==> src/uev_pkg.sv <==
// Constants and types for the UV EPROM read/program controller
package uev_pkg;
   localparam int CLK_PERIOD_NS = 50;
   localparam int ADDR_W = 12;
   localparam int DATA_W = 8;
   localparam int TMR_W = 24;
   // Times in their own units
   localparam int ACCESS_NS = 450; // address_access_delay
   localparam int GATE_NS = 120; // gate_to_output_delay
   localparam int FLOAT_NS = 120; // output_float_delay
   localparam int SETUP_US = 2;
   localparam int HOLD_US = 2;
   localparam int RECOVERY_US = 2;
   localparam int PULSE_MS = 50;
   // Least times round up to whole cycles
   localparam logic [TMR_W-1:0] ACCESS_CYC =
      TMR_W'((ACCESS_NS + CLK_PERIOD_NS - 1) / CLK_PERIOD_NS);
   localparam logic [TMR_W-1:0] FLOAT_CYC =
      TMR_W'((FLOAT_NS + CLK_PERIOD_NS - 1) / CLK_PERIOD_NS);
   localparam logic [TMR_W-1:0] SETUP_CYC =
      TMR_W'((SETUP_US * 1000 + CLK_PERIOD_NS - 1) / CLK_PERIOD_NS);
   localparam logic [TMR_W-1:0] HOLD_CYC =
      TMR_W'((HOLD_US * 1000 + CLK_PERIOD_NS - 1) / CLK_PERIOD_NS);
   localparam logic [TMR_W-1:0] RECOVERY_CYC =
      TMR_W'((RECOVERY_US * 1000 + CLK_PERIOD_NS - 1) / CLK_PERIOD_NS);
   localparam int PULSE_CYC_DEF = (PULSE_MS * 1000000) / CLK_PERIOD_NS;
   // Reset values
   localparam logic [ADDR_W-1:0] ADDR_RST = 12'h000;
   localparam logic [DATA_W-1:0] DATA_RST = 8'hFF;
   typedef enum logic [3:0] {
      ST_IDLE, ST_RD_ACC, ST_FLOAT, ST_PG_SETUP, ST_PG_PULSE,
      ST_PG_HOLD, ST_PG_RECOV, ST_VF_ACC
   } uev_state_t;
endpackage : uev_pkg

==> src/uev_tmr_if.sv <==
// Interval timer hookup between controller and timer
`timescale 1ns/10ps
interface uev_tmr_if;
   import uev_pkg::*;
   logic start;
   logic [TMR_W-1:0] len;
   logic expired;
   modport ctl (output start, output len, input expired);
   modport tmr (input start, input len, output expired);
endinterface : uev_tmr_if

==> src/uev_timer.sv <==
// Down-counting interval timer for pin phase lengths
`timescale 1ns/10ps
module uev_timer
   import uev_pkg::*;
(
   input wire logic clk,
   input wire logic rst_n,
   uev_tmr_if.tmr t
);
   logic [TMR_W-1:0] cnt_r;
   logic [TMR_W-1:0] cnt_nxt;

   // Load on start, else count down to zero
   assign cnt_nxt = t.start ? t.len :
                    (cnt_r != '0) ? cnt_r - TMR_W'(1) : cnt_r;
   // Last cycle of the loaded interval
   assign t.expired = (cnt_r == TMR_W'(1));

   // Counter register
   always_ff @(posedge clk or negedge rst_n) begin
      if (!rst_n) begin
         cnt_r <= '0;
      end else begin
         cnt_r <= cnt_nxt;
      end
   end
endmodule : uev_timer

==> src/uev_ctrl.sv <==
// Pin-level read and program controller for a 4Kx8 UV EPROM
`timescale 1ns/10ps
module uev_ctrl
   import uev_pkg::*;
#(
   parameter int PULSE_CYC = PULSE_CYC_DEF
)
(
   input wire logic clk,
   input wire logic rst_n,
   input wire logic req_read,
   input wire logic req_prog,
   input wire logic [ADDR_W-1:0] req_addr,
   input wire logic [DATA_W-1:0] req_data,
   output logic ready_r,
   output logic done_r,
   output logic verify_fail_r,
   output logic [DATA_W-1:0] rd_data_r,
   output logic [ADDR_W-1:0] address_lines_r,
   input wire logic [DATA_W-1:0] data_pins_in,
   output logic [DATA_W-1:0] data_pins_out_r,
   output logic data_pins_oe_r,
   output logic chip_en_n_r,
   output logic out_en_n_r,
   output logic vpp_en_r
);
   localparam logic [TMR_W-1:0] PULSE_LEN = TMR_W'(PULSE_CYC);

   uev_state_t state_r;
   uev_state_t state_nxt;
   logic [ADDR_W-1:0] addr_nxt;
   logic [DATA_W-1:0] data_nxt;
   logic [DATA_W-1:0] rd_data_nxt;
   logic take_read;
   logic take_prog;
   logic leaving;
   logic sample_rd;
   logic sample_vf;
   logic fail_nxt;
   logic done_nxt;
   logic ce_n_nxt;
   logic oe_n_nxt;
   logic vpp_nxt;
   logic doe_nxt;
   logic [TMR_W-1:0] len_sel;

   uev_tmr_if tmr_bus ();

   uev_timer uev_timer_inst (
      .clk (clk),
      .rst_n (rst_n),
      .t (tmr_bus.tmr)
   );

   // Request acceptance in idle only; read wins a tie; any address
   assign take_read = (state_r == ST_IDLE) && req_read;
   assign take_prog = (state_r == ST_IDLE) && req_prog && !req_read;
   assign leaving = tmr_bus.expired && (state_r != ST_IDLE);
   assign sample_rd = leaving && (state_r == ST_RD_ACC);
   assign sample_vf = leaving && (state_r == ST_VF_ACC);

   // Phase sequencer
   always_comb begin
      state_nxt = state_r;
      unique case (state_r)
         ST_IDLE: begin
            if (take_read) begin
               state_nxt = ST_RD_ACC;
            end else if (take_prog) begin
               state_nxt = ST_PG_SETUP;
            end
         end
         ST_RD_ACC: begin
            if (leaving) begin
               state_nxt = ST_FLOAT;
            end
         end
         ST_FLOAT: begin
            if (leaving) begin
               state_nxt = ST_IDLE;
            end
         end
         ST_PG_SETUP: begin
            if (leaving) begin
               state_nxt = ST_PG_PULSE;
            end
         end
         ST_PG_PULSE: begin
            if (leaving) begin
               state_nxt = ST_PG_HOLD;
            end
         end
         ST_PG_HOLD: begin
            if (leaving) begin
               state_nxt = ST_PG_RECOV;
            end
         end
         ST_PG_RECOV: begin
            if (leaving) begin
               state_nxt = ST_VF_ACC;
            end
         end
         ST_VF_ACC: begin
            if (leaving) begin
               state_nxt = ST_FLOAT;
            end
         end
         default: begin
            state_nxt = ST_IDLE;
         end
      endcase
   end

   // Phase length for the state being entered
   assign len_sel = (state_nxt == ST_RD_ACC) ? ACCESS_CYC :
                    (state_nxt == ST_VF_ACC) ? ACCESS_CYC :
                    (state_nxt == ST_FLOAT) ? FLOAT_CYC :
                    (state_nxt == ST_PG_SETUP) ? SETUP_CYC :
                    (state_nxt == ST_PG_PULSE) ? PULSE_LEN :
                    (state_nxt == ST_PG_HOLD) ? HOLD_CYC :
                    RECOVERY_CYC;
   assign tmr_bus.start = (state_nxt != state_r) && (state_nxt != ST_IDLE);
   assign tmr_bus.len = len_sel;

   // Pin levels per phase
   assign ce_n_nxt = !((state_nxt == ST_RD_ACC) || (state_nxt == ST_VF_ACC)
                       || (state_nxt == ST_PG_PULSE));
   assign oe_n_nxt = !((state_nxt == ST_RD_ACC)
                       || (state_nxt == ST_VF_ACC));
   assign vpp_nxt = (state_nxt == ST_PG_SETUP) || (state_nxt == ST_PG_PULSE)
                    || (state_nxt == ST_PG_HOLD);
   assign doe_nxt = vpp_nxt;
   assign addr_nxt = (take_read || take_prog) ? req_addr : address_lines_r;
   assign data_nxt = take_prog ? req_data : data_pins_out_r;
   assign rd_data_nxt = (sample_rd || sample_vf) ? data_pins_in : rd_data_r;
   assign fail_nxt = sample_vf ? (data_pins_in != data_pins_out_r)
                     : (take_read || take_prog) ? 1'b0 : verify_fail_r;
   assign done_nxt = leaving && (state_r == ST_FLOAT);

   // State and pin registers
   always_ff @(posedge clk or negedge rst_n) begin
      if (!rst_n) begin
         state_r <= ST_IDLE;
         chip_en_n_r <= 1'b1;
         out_en_n_r <= 1'b1;
         vpp_en_r <= 1'b0;
         data_pins_oe_r <= 1'b0;
         address_lines_r <= ADDR_RST;
         data_pins_out_r <= DATA_RST;
      end else begin
         state_r <= state_nxt;
         chip_en_n_r <= ce_n_nxt;
         out_en_n_r <= oe_n_nxt;
         vpp_en_r <= vpp_nxt;
         data_pins_oe_r <= doe_nxt;
         address_lines_r <= addr_nxt;
         data_pins_out_r <= data_nxt;
      end
   end

   // User-side result registers
   always_ff @(posedge clk or negedge rst_n) begin
      if (!rst_n) begin
         ready_r <= 1'b0;
         done_r <= 1'b0;
         verify_fail_r <= 1'b0;
         rd_data_r <= DATA_RST;
      end else begin
         ready_r <= (state_nxt == ST_IDLE);
         done_r <= done_nxt;
         verify_fail_r <= fail_nxt;
         rd_data_r <= rd_data_nxt;
      end
   end

   // Helper: cycles of the current program pulse
   logic [TMR_W-1:0] pw_cnt_r;
   always_ff @(posedge clk or negedge rst_n) begin
      if (!rst_n) begin
         pw_cnt_r <= '0;
      end else begin
         pw_cnt_r <= (!chip_en_n_r && vpp_en_r) ? pw_cnt_r + TMR_W'(1) : '0;
      end
   end

   // Pulse ends after exactly the pulse length
   pulse_width_a: assert property (@(posedge clk) disable iff (!rst_n)
      ($rose(chip_en_n_r) && vpp_en_r) |-> (pw_cnt_r == PULSE_LEN))
      else $error("program pulse length wrong");

   // Data driven only with supply raised and output-enable high
   data_drive_a: assert property (@(posedge clk) disable iff (!rst_n)
      data_pins_oe_r |-> (vpp_en_r && out_en_n_r))
      else $error("data driven outside programming");

   // Address and data steady during the pulse
   pin_stable_a: assert property (@(posedge clk) disable iff (!rst_n)
      (!chip_en_n_r && vpp_en_r && !$past(chip_en_n_r))
      |-> ($stable(address_lines_r) && $stable(data_pins_out_r)))
      else $error("address or data moved during pulse");

   // Chip-enable and output-enable stay high for 8 cycles after the supply drops
   supply_recov_a: assert property (@(posedge clk) disable iff (!rst_n)
      $fell(vpp_en_r) |-> (out_en_n_r && chip_en_n_r) [*8])
      else $error("verify started before supply recovery");

   // Every program cycle is followed by a verify read
   verify_read_a: assert property (@(posedge clk) disable iff (!rst_n)
      $fell(vpp_en_r) |-> ##[1:60] (!chip_en_n_r && !out_en_n_r))
      else $error("no verify read after programming");

   // Output-enable only on a selected, undriven read
   oe_select_a: assert property (@(posedge clk) disable iff (!rst_n)
      !out_en_n_r |-> (!chip_en_n_r && !data_pins_oe_r && !vpp_en_r))
      else $error("output enable asserted while deselected");

   // Output-enable joins chip-enable with no lag on reads
   oe_lag_a: assert property (@(posedge clk) disable iff (!rst_n)
      ($fell(chip_en_n_r) && !vpp_en_r) |-> !out_en_n_r)
      else $error("output enable lags chip enable");

   // One chip-enable pulse per programmed byte
   one_pulse_a: assert property (@(posedge clk) disable iff (!rst_n)
      ($rose(chip_en_n_r) && vpp_en_r) |-> chip_en_n_r [*8])
      else $error("second pulse within a program cycle");

   read_done_c: cover property (@(posedge clk) disable iff (!rst_n)
      take_read ##[1:30] done_r);
   verify_ok_c: cover property (@(posedge clk) disable iff (!rst_n)
      sample_vf && (data_pins_in == data_pins_out_r));
   verify_bad_c: cover property (@(posedge clk) disable iff (!rst_n)
      sample_vf && (data_pins_in != data_pins_out_r));
endmodule : uev_ctrl

==> config.mk <==
export PLATFORM = sky130hd
export DESIGN_NAME = uev_ctrl
export DESIGN_NICKNAME = d
export VERILOG_FILES = /design/src/uev_pkg.sv /design/src/uev_tmr_if.sv /design/src/uev_timer.sv /design/src/uev_ctrl.sv
export SDC_FILE = /design/constraint.sdc
export NUM_CORES = 1
export LEC_CHECK = 0
export ABC_AREA = 1
export BUFFER_PORTS_ARGS = -buffer_cell sky130_fd_sc_hd__clkbuf_2
export CAP_MARGIN = 15
export CORE_AREA = 2 2 64 126
export DETAILED_ROUTE_END_ITERATION = 16
export DIE_AREA = 0 0 66 128
export PLACE_DENSITY = 0.66
export SYNTH_ARGS = -nofsm -noshare
export SYNTH_HDL_FRONTEND = slang
export SYNTH_SLANG_ARGS = --single-unit
==> constraint.sdc <==
create_clock -name clk -period 4.15 [get_ports clk]
set_input_delay 1.245 -clock clk [delete_from_list [all_inputs] [get_ports clk]]
set_output_delay 1.245 -clock clk [all_outputs]
set_load 0.02 [all_outputs]
==> results.md, run 1 <==
* Outcome: complete, no violations
* Area occupied by multi-input gates at 0.001485 mm2
* Netlist cell types at 35
* Post-DRT Antenna Nets at 0
* Worst hold path class: reg -> reg
* Crit Path Class: in -> reg
* Final setup fails at 0
* Chip height at 128 um
* Die area at 0.008448 mm2
* CP max FO at 16
* Most common cell after layout, fill and taps aside: nand2_1
* Non-filler instance count after layout at 543
* Clock latency at the later pin of the worst-skew pair at 0.33 ns
* Synth Instances at 372
* Worst EP required at 4.38 ns
* Root Driver: clkbuf_16
* Max stage delay on crit path at 0.42 ns
* IO buf count at 66
* I/O Pins at 67
* Chip width at 66 um
* Design area at 0.004029 mm2
* Clock transition at path regs at 0.05 ns
* Flops & latches, synth at 62
* Vias at 2618
* Routed wire per std cell at 12.91 um
* Drt via density at 4.821
* Post-CTS Resized at 0
* Final period utilization at 0.6257
* CTS Buffer Depth at 2
* Rows at 45
* Critical Path, Cell by Cell: clkbuf_2, inv_1, nor3_4, a21oi_2, nand2_2, inv_2, nand3_4, nand2_4, inv_2, nand2_1, nand2_1, inv_1
* Worst path buffer plus inverter count at 5
* Minimum clock period after layout at 2.597 ns
* H-tree levels at 3
* Post-Route WL at 7008 um
* Gr busiest metal: met2
* CP endpoint kind: register
* Area grow syn2layout at 23.14%
* Inserted Clock Buffers at 9
* Leading area contributor after synthesis: dfrtp_1
* Largest cells by area after synthesis: dfrtp_1 (34%), dfstp_2 (14%), nand2_1 (10%)
* Max Cap Viol at 0
* Crit path launch type: input port
* Hold buffer count at cts at 0
* First-pass GRT wire length at 11940 um
* GR Layer Usage met2 at 0.3226
* Worst-Margin Slew at 1.033 ns
* DR pass1 iterations at 4
* Slowest CP cell: nor3_4
* Vias in the first global route at 2788
* HPWL after DPL at 5410 um
* Skew final at 0.005386 ns
* Instance area at placement at 0.003687 mm2
* Register area at 0.001574 mm2
* Diodes inserted at 0
* Seq/Total Area, Yosys at 0.4811
* Fin Setup TNS at 0 ns
* Max Clock Freq at 385.1 MHz
* Final Slew Violations at 0
* Total global routing overflow at 0
* Layout cells sized above 1 at 0.3229
* GP Congestion at 0.9086
* Largest net degree at the start of global routing at 41
* Initial antenna violation count at 0
* Maximum vdd ir drop at 365.5 uV
* Share of the synthesized area in the top cell type at 0.3365
* Cell area after synthesis at 0.003272 mm2
* CP arrival at 2.82 ns
* Hold Vio Cnt, Final at 0
* Avg Inst Size Synth at 8.795 um2
* PwrDens at 707.5 mW/mm2
* Yosys warns at 0
* Most frequent cells in the layout: nand2_1 (89), clkbuf_2 (66), dfrtp_1 (44), nor2_1 (41), inv_1 (40)
* Placed cells at 527
* M1 GR Usage at 0.1956
* Starting DRT DRC Count at 126
* Fillers at 735
* RSZ-0062 raised after global routing: false
* Final-stage net count at 478
* Core area at 0.007545 mm2
* Initial core utilization at 0.4337
* Post-CTS setup buffer count at 0
* Num Clock Sinks at 62
* CTS tree: built
* DRC at 0
* Total Routing Usage GR at 0.1863
* Max_slew headroom at 0.3115
* Syn_nets at 406
* Met3 Usage GRT at 0.05268
* Cell leakage power at 2.118 nW
* CP top delay family: simple AND/OR/NAND/NOR gates
[logic make-up (layout without fill, tap and decap cells)]
| kind of cell | after synthesis | after routing | share of synthesized area |
|---|---|---|---|
| mux | 8 | 8 | 0.02753 |
| fa+ha+maj | 2 | 2 | 0.007647 |
| buf+inv | 51 | 128 | 0.06501 |
| simple gates | 189 | 189 | 0.2815 |
| other cells | 1 | 1 | 0.001146 |
| compound gates | 29 | 29 | 0.05583 |
| xor+xnor | 30 | 30 | 0.08031 |
| flops | 62 | 62 | 0.4811 |
[layout make-up]
type / instances / area share
sequential: 62 / 0.3907
multi-input combinational: 259 / 0.3686
timing repair buffer: 68 / 0.08571
clock buffer: 10 / 0.06211
inverter: 44 / 0.04099
tap: 94 / 0.02919
clock inverter: 6 / 0.02267
[path summary, 6_finish.rpt]
path	from	slack [ns]	cells after the start	end
max reg2reg	uev_timer_inst.cnt_r[0]$_DFFE_PN0P_	1.73	10	uev_timer_inst.cnt_r[1]$_DFFE_PN0P_
min in group asynchronous	rst_n	0.90	1	done_r$_DFF_PN0_
max	req_prog	1.55	12	uev_timer_inst.cnt_r[5]$_DFFE_PN0P_
max in group asynchronous	rst_n	2.31	2	out_en_n_r$_DFF_PN1_
min reg2reg	address_lines_r[9]$_DFFE_PN0P_	0.47	2	address_lines_r[9]$_DFFE_PN0P_
min	address_lines_r[9]$_DFFE_PN0P_	0.47	2	address_lines_r[9]$_DFFE_PN0P_
[registers in the layout (all words and copies together), names as in the netlist]
register and cells:
ready_r 1, out_en_n_r 1, vpp_en_r 1, uev_timer_inst.cnt_r 24
verify_fail_r 1, done_r 1, rd_data_r 8, data_pins_out_r 8
state_r 4, address_lines_r 12, chip_en_n_r 1
[through the flow]
step,setup WS (ns),power [mW],hold WS [ns],utilization
3_5_place_dp,1.188,2.019,0.4624,0.4887
3_3_place_gp,1.252,1.998,0.4591,0.4887
2_1_floorplan,1.685,1.758,0.4714,-
5_1_grt,1.378,3.050,0.4982,0.5340
4_1_cts,1.534,2.877,0.4749,0.5340
6_report,1.553,2.850,0.4693,0.5340
[worst register-to-register path, delay by kind of cell, from the launching register on]
kind | cells | cell delay [ns]
adder cells (fa/ha/maj) | 1 | 0.21
AND/OR/NAND/NOR | 6 | 1.21
buffers and inverters | 2 | 0.26
AO/OA/AOI/OAI | 1 | 0.26
flip-flops | 1 | 0.43
[routing by layer]
metal | wire [um] | share of wire | vias to the layer above
met1 | 2594 | 0.37 | 1199
met5 | 0 | 0 | -
met4 | 291 | 0.042 | 0
met3 | 321 | 0.046 | 27
met2 | 3801 | 0.54 | 84
li1 | - | - | 1308
[where the power goes]
group          internal (mW)  total (mW)  switching [mW]  leakage, nW
logic                  0.375        1.03           0.650         1.19
clock network          0.564       0.842           0.278        0.164
registers              0.826       0.983           0.157        0.762
total                   1.76        2.85            1.09         2.12
[Yosys cell counts]
library cell	number
a211oi_1	1
a21oi_1	11
a21oi_2	3
a21oi_4	2
a31oi_1	1
and2_1	1
buf_2	2
buf_4	1
buf_6	2
clkbuf_1	2
conb_1	1
dfrtp_1	44
dfstp_2	18
ha_1	2
inv_1	40
inv_2	4
mux2_2	8
nand2_1	89
nand2_2	4
nand2_4	3
nand3_1	18
nand3_4	2
nand4_1	4
nor2_1	41
nor2_2	6
nor2_4	3
nor3_1	7
nor3_2	6
nor3_4	2
nor4_1	2
o21ai_0	4
o21ai_1	7
or2_1	1
xnor2_1	11
xor2_1	19
No activity file was read; power rests on OpenSTA's default activity.
==> run 2, diff against run 1 <==
==> constraint.sdc (replaced) <==
create_clock -name clk -period 2.5 [get_ports clk]
set_input_delay 0.75 -clock clk [delete_from_list [all_inputs] [get_ports clk]]
set_output_delay 0.75 -clock clk [all_outputs]
set_load 0.02 [all_outputs]
==> results.md, run 2 (synthesis results as in run 1) <==
* Final Slew Violations at 0
* Final period utilization at 0.9034
* CP top delay family: simple AND/OR/NAND/NOR gates
* Diodes inserted at 0
* Drt via density at 4.814
* Worst path buffer plus inverter count at 1
* Dpl ws at 0.1901 ns
* Fin util at 0.5395
* Num Clock Sinks at 62
* Fin Setup TNS at 0 ns
* Critical Path, Cell by Cell: nor2_1, nand2_1, nor2_4, nand3_4, nor2_4, nand2_2, a21oi_4, nand3_4, nand2_4, inv_4, nand2_1, o21ai_0
* Crit Path Class: reg -> reg
* Chip width at 66 um
* Worst hold path class: in -> async
* PwrDens at 1161 mW/mm2
* Design area at 0.004070 mm2
* Skew final at 0.004761 ns
* Vias at 2633
* Worst reg2reg path startpoint: uev_timer_inst.cnt_r[16]$_DFFE_PN0P_
* Initial antenna violation count at 0
* Core area at 0.007545 mm2
* DR pass1 iterations at 4
* Minimum clock period after layout at 2.258 ns
* Max Clock Freq at 442.8 MHz
* I/O Pins at 67
* First-pass GRT wire length at 12250 um
* Largest register FFs at 24
* Most common cell after layout, fill and taps aside: nand2_1
* Area grow syn2layout at 24.40%
* Layout cells sized above 1 at 0.3289
* Instance area at placement at 0.003730 mm2
* Fillers at 731
* Max stage delay on crit path at 0.40 ns
* Hold Vio Cnt, Final at 0
* Placed cells at 531
* Outcome: complete, no violations
* Clock transition at path regs at 0.05 ns
* Cell leakage power at 2.137 nW
* Chip height at 128 um
* Max Cap Viol at 0
* Regs by FF count: uev_timer_inst.cnt_r x24, address_lines_r x12
* HPWL after DPL at 5449 um
* CP Launch Point: uev_timer_inst.cnt_r[16]$_DFFE_PN0P_
* Non-filler instance count after layout at 547
* Maximum vdd ir drop at 623.9 uV
* Most flops, register: uev_timer_inst.cnt_r
* Post-Route WL at 7044 um
* Die area at 0.008448 mm2
* Post-DRT Antenna Nets at 0
* Slowest CP cell: dfrtp_1
* Most frequent cells in the layout: nand2_1 (89), clkbuf_2 (66), dfrtp_1 (44), nor2_1 (41), inv_1 (40)
* Rows at 45
* Initial core utilization at 0.4337
* Routed wire per std cell at 12.88 um
* Crit path launch type: register
* CTS tree: built
* Inserted Clock Buffers at 9
* CP arrival at 2.46 ns
* DRC at 0
* PnR worst setup slack at 0.2415 ns
* CP max FO at 16
* CTS Buffer Depth at 2
* Root Driver: clkbuf_16
* Starting DRT DRC Count at 106
* H-tree levels at 3
* CP endpoint kind: register
* Final-stage net count at 482
* Total Power at 4.726 mW
* Worst EP required at 2.70 ns
* WHS at 0.4254 ns
* Total Routing Usage GR at 0.1909
* Worst-Margin Slew at 0.6127 ns
* Final setup fails at 0
* Max_slew headroom at 0.5915
* GP Congestion at 0.8879
* Clock latency at the later pin of the worst-skew pair at 0.32 ns
* Hold buffer count at cts at 0
* RSZ-0062 raised after global routing: false
* Total global routing overflow at 0
* IO buf count at 66
* Vias in the first global route at 2834
* Largest net degree at the start of global routing at 63
-- run 2: path summary, 6_finish.rpt --
kind | end | slack, ns | cells after the start
min | uev_timer_inst.cnt_r[22]$_DFFE_PN0P_ | 0.43 | 2
max in group asynchronous | out_en_n_r$_DFF_PN1_ | 1.74 | 2
min in group clk | rd_data_r[6]$_DFFE_PN1P_ | 0.47 | 2
min reg2reg | rd_data_r[6]$_DFFE_PN1P_ | 0.47 | 2
max | uev_timer_inst.cnt_r[0]$_DFFE_PN0P_ | 0.24 | 12
max reg2reg | uev_timer_inst.cnt_r[0]$_DFFE_PN0P_ | 0.24 | 12
-- run 2: what timing repair did --
item                       in CTS  in global routing
setup endpoints to repair       0                  4
resized for setup               0                  3
hold endpoints to repair        0                  0
setup buffers                   0                  0
-- run 2: report_power, final --
group / internal [mW] / switching (mW)
Clock: 0.930 / 0.427
Sequential: 1.37 / 0.259
Combinational: 0.632 / 1.11
Total: 2.93 / 1.79
-- run 2: final cells by class --
| class | count | area [um2] | area share |
|---|---|---|---|
| well taps | 94 | 117.6 | 0.02890 |
| inverters | 44 | 167.7 | 0.04119 |
| repair buffers | 72 | 387.9 | 0.09530 |
| clock buffers | 11 | 254.0 | 0.06240 |
| clock inverters | 5 | 80.08 | 0.01967 |
| multi-input cells | 259 | 1489 | 0.3658 |
| flip-flops and latches | 62 | 1574 | 0.3867 |
-- run 2: metal layers --
| layer | GRT usage | vias to the layer above | wire [um] |
|---|---|---|---|
| met4 | 0.1152 | 0 | 310 |
| met3 | 0.04039 | 24 | 257 |
| met5 | 0 | - | 0 |
| met1 | 0.1896 | 1225 | 2571 |
| met2 | 0.3488 | 69 | 3904 |
| li1 | - | 1315 | - |
==> run 3, diff against run 2 <==
--- a/config.mk
+++ b/config.mk
@@ -8,10 +8,12 @@
 export ABC_AREA = 1
 export BUFFER_PORTS_ARGS = -buffer_cell sky130_fd_sc_hd__clkbuf_2
 export CAP_MARGIN = 15
-export CORE_AREA = 2 2 64 126
+export CORE_AREA = 2 2 68 135
 export DETAILED_ROUTE_END_ITERATION = 16
-export DIE_AREA = 0 0 66 128
-export PLACE_DENSITY = 0.66
+export DIE_AREA = 0 0 70 137
+export PLACE_DENSITY = 0.65
 export SYNTH_ARGS = -nofsm -noshare
 export SYNTH_HDL_FRONTEND = slang
+export SYNTH_HIERARCHICAL = 1
 export SYNTH_SLANG_ARGS = --single-unit
+export TNS_END_PERCENT = 30
==> results.md, run 3 <==
* Outcome: complete, but fails checks
* Failing checks: setup timing
* Largest net degree at the start of global routing at 32
* Die area at 0.009590 mm2
* Num Clock Sinks at 62
* Post-synth EDFFs at 0
* Leading area contributor after synthesis: dfrtp_1
* GP Congestion at 0.9492
* Hold Vio Cnt, Final at 0
* Post-DRT Antenna Nets at 0
* Worst hold path class: in -> async
* Ys async rst share at 1.000
* Dpl ws at -0.3113 ns
* First-pass GRT wire length at 17150 um
* RSZ-0062 raised after global routing: true
* Initial antenna violation count at 0
* I/O Pins at 67
* Synth Instances at 485
* Crit path launch type: register
* Diodes inserted at 0
* H-tree levels at 3
* Clock transition at path regs at 0.06 ns
* Layout cells sized above 1 at 0.4136
* Max Cap Viol at 0
* Maximum vdd ir drop at 397.6 uV
* Area grow syn2layout at 39.24%
* Starting DRT DRC Count at 274
* Slowest CP cell: dfrtp_1
* Most common cell after layout, fill and taps aside: nand2_1
* Hold buffer count at cts at 0
* Initial core utilization at 0.4416
* Max Clock Freq at 366.6 MHz
* DRC at 0
* Final-stage net count at 678
* Fin util at 0.6149
* Max stage delay on crit path at 0.39 ns
* Seq/Total Area, Yosys at 0.4179
* Final setup fails at 24
* Post-Route WL at 10810 um
* Core area at 0.008528 mm2
* CP dominant cell by count: nand2_2
* Final Slew Violations at 0
* HPWL after DPL at 8047 um
* CP max FO at 10
* PnR worst setup slack at -0.2281 ns
* CP arrival at 2.95 ns
* Rows at 48
* Count leader, synth: nand2_1
* Avg Inst Size Synth at 7.765 um2
* Clock latency at the later pin of the worst-skew pair at 0.33 ns
* Chip height at 137 um
* Most frequent cells in the layout: nand2_1 (124), buf_4 (75), clkbuf_2 (66), nor2_1 (59), inv_1 (49)
* Yosys warns at 6
* Regs by FF count: uev_timer_inst/cnt_r x24, address_lines_r x12
* Cell area after synthesis at 0.003766 mm2
* Total Routing Usage GR at 0.2332
* Flops & latches, synth at 62
* Share of the synthesized area in the top cell type at 0.2924
* CP endpoint kind: register
* Non-filler instance count after layout at 748
* Most flops, register: uev_timer_inst/cnt_r
* Skew final at 0.01098 ns
* DR pass1 iterations at 5
* Total global routing overflow at 0
* Vias in the first global route at 3785
* Worst EP required at 2.72 ns
* Netlist cell types at 40
* Largest register FFs at 24
* CTS tree: built
* Crit Path Class: reg -> reg
* Synth top cells by count: nand2_1 (133), nor2_1 (68), inv_1 (54)
* Design area at 0.005244 mm2
* Vias at 3769
* Drt via density at 5.039
* Total Power at 4.755 mW
* Root Driver: clkbuf_16
* Placed cells at 712
* Inserted Clock Buffers at 9
* Instance area at placement at 0.004666 mm2
* PwrDens at 906.8 mW/mm2
* Routed wire per std cell at 14.45 um
* Fin Setup TNS at -4.391 ns
* Critical Path, Cell by Cell: nor2_2, nand2_2, inv_2, nand3_2, nor4_4, nand2_2, buf_6, nand2_2, buf_4, a21oi_4, nor2_4, nor2_2, inv_2, nand2_1, nor2_1, nand2_2, nor2_4, buf_6, nor2_1, nand2_1, inv_1
* Minimum clock period after layout at 2.728 ns
* Final period utilization at 1.091
* Largest cells by area after synthesis: dfrtp_1 (29%), nand2_1 (13%), dfstp_2 (13%)
* WHS at 0.3452 ns
* CTS Buffer Depth at 2
* Cell leakage power at 2.764 nW
* Chip width at 70 um
* IO buf count at 66
* Top FF cell, synth: dfrtp_1
run 3: cell types whose count changed after synthesis, moves of 8 or more:
| cell | previous run | this run |
|---|---|---|
| inv_1 | 40 | 54 |
| mux2_1 | 0 | 8 |
| mux2_2 | 8 | 0 |
| nand2_1 | 89 | 133 |
| nand3_1 | 18 | 35 |
| nor2_1 | 41 | 68 |
| o21ai_2 | 0 | 8 |
| xor2_1 | 19 | 3 |
run 3: cell type report:
cell class	count	area, um2
well taps	100	125.1
inverters	60	225.2
fillers	736	3284
multi-input cells	363	2029
flip-flops and latches	62	1574
clock inverters	2	11.26
clock buffers	14	295.3
repair buffers	147	983.4
run 3: timing repair:
item                       CTS  global route
setup endpoints to repair   24            25
setup buffers               13             7
gates cloned                 1             0
gates resized for setup     17            22
pin swaps                    8            10
hold endpoints to repair     0             0
run 3: worst max-delay path: cells and delay by family, from the launching register on:
kind / cells / cell delay [ns]
buffers and inverters: 6 / 0.59
flip-flops: 1 / 0.39
AO/OA/AOI/OAI: 1 / 0.06
AND/OR/NAND/NOR: 14 / 1.58
run 3: where the power goes:
| part | switching [mW] | internal, mW | leakage (nW) | total [mW] |
|---|---|---|---|---|
| registers | 0.201 | 1.30 | 0.718 | 1.50 |
| logic | 1.10 | 0.900 | 1.89 | 2.00 |
| clock network | 0.441 | 0.811 | 0.154 | 1.25 |
| total | 1.74 | 3.01 | 2.76 | 4.76 |
run 3: logic make-up after synthesis:
group                    after synthesis  synth area share
flip-flops                            62            0.4179
XOR/XNOR                              12           0.02791
AO/OA/AOI/OAI                         33           0.06246
other                                  1         0.0009957
multiplexers                           8           0.02392
adder cells (fa/ha/maj)                3          0.009968
buffers and inverters                 73           0.08804
AND/OR/NAND/NOR                      293            0.3688
run 3: final timing paths:
check / depth (start not counted) / startpoint / slack (ns) / endpoint
worst max-delay path: 21 / uev_timer_inst/cnt_r[7]$_DFFE_PN0P_ / -0.23 / uev_timer_inst/cnt_r[16]$_DFFE_PN0P_
worst min-delay path: 1 / rst_n / 0.35 / address_lines_r[4]$_DFFE_PN0P_
worst max register to register: 21 / uev_timer_inst/cnt_r[7]$_DFFE_PN0P_ / -0.23 / uev_timer_inst/cnt_r[16]$_DFFE_PN0P_
worst min register to register: 2 / rd_data_r[3]$_DFFE_PN1P_ / 0.47 / rd_data_r[3]$_DFFE_PN1P_
max in group asynchronous: 2 / rst_n / 1.53 / state_r[2]$_DFF_PN0_
min in group clk: 2 / rd_data_r[3]$_DFFE_PN1P_ / 0.47 / rd_data_r[3]$_DFFE_PN1P_
run 3: metal layers:
metal / GRT usage / up-vias / part of all wire
met5: 0 / - / 0
met3: 0.04345 / 61 / 0.034
met4: 0.1795 / 0 / 0.072
met2: 0.4587 / 119 / 0.57
met1: 0.1975 / 1770 / 0.32
li1: - / 1819 / -
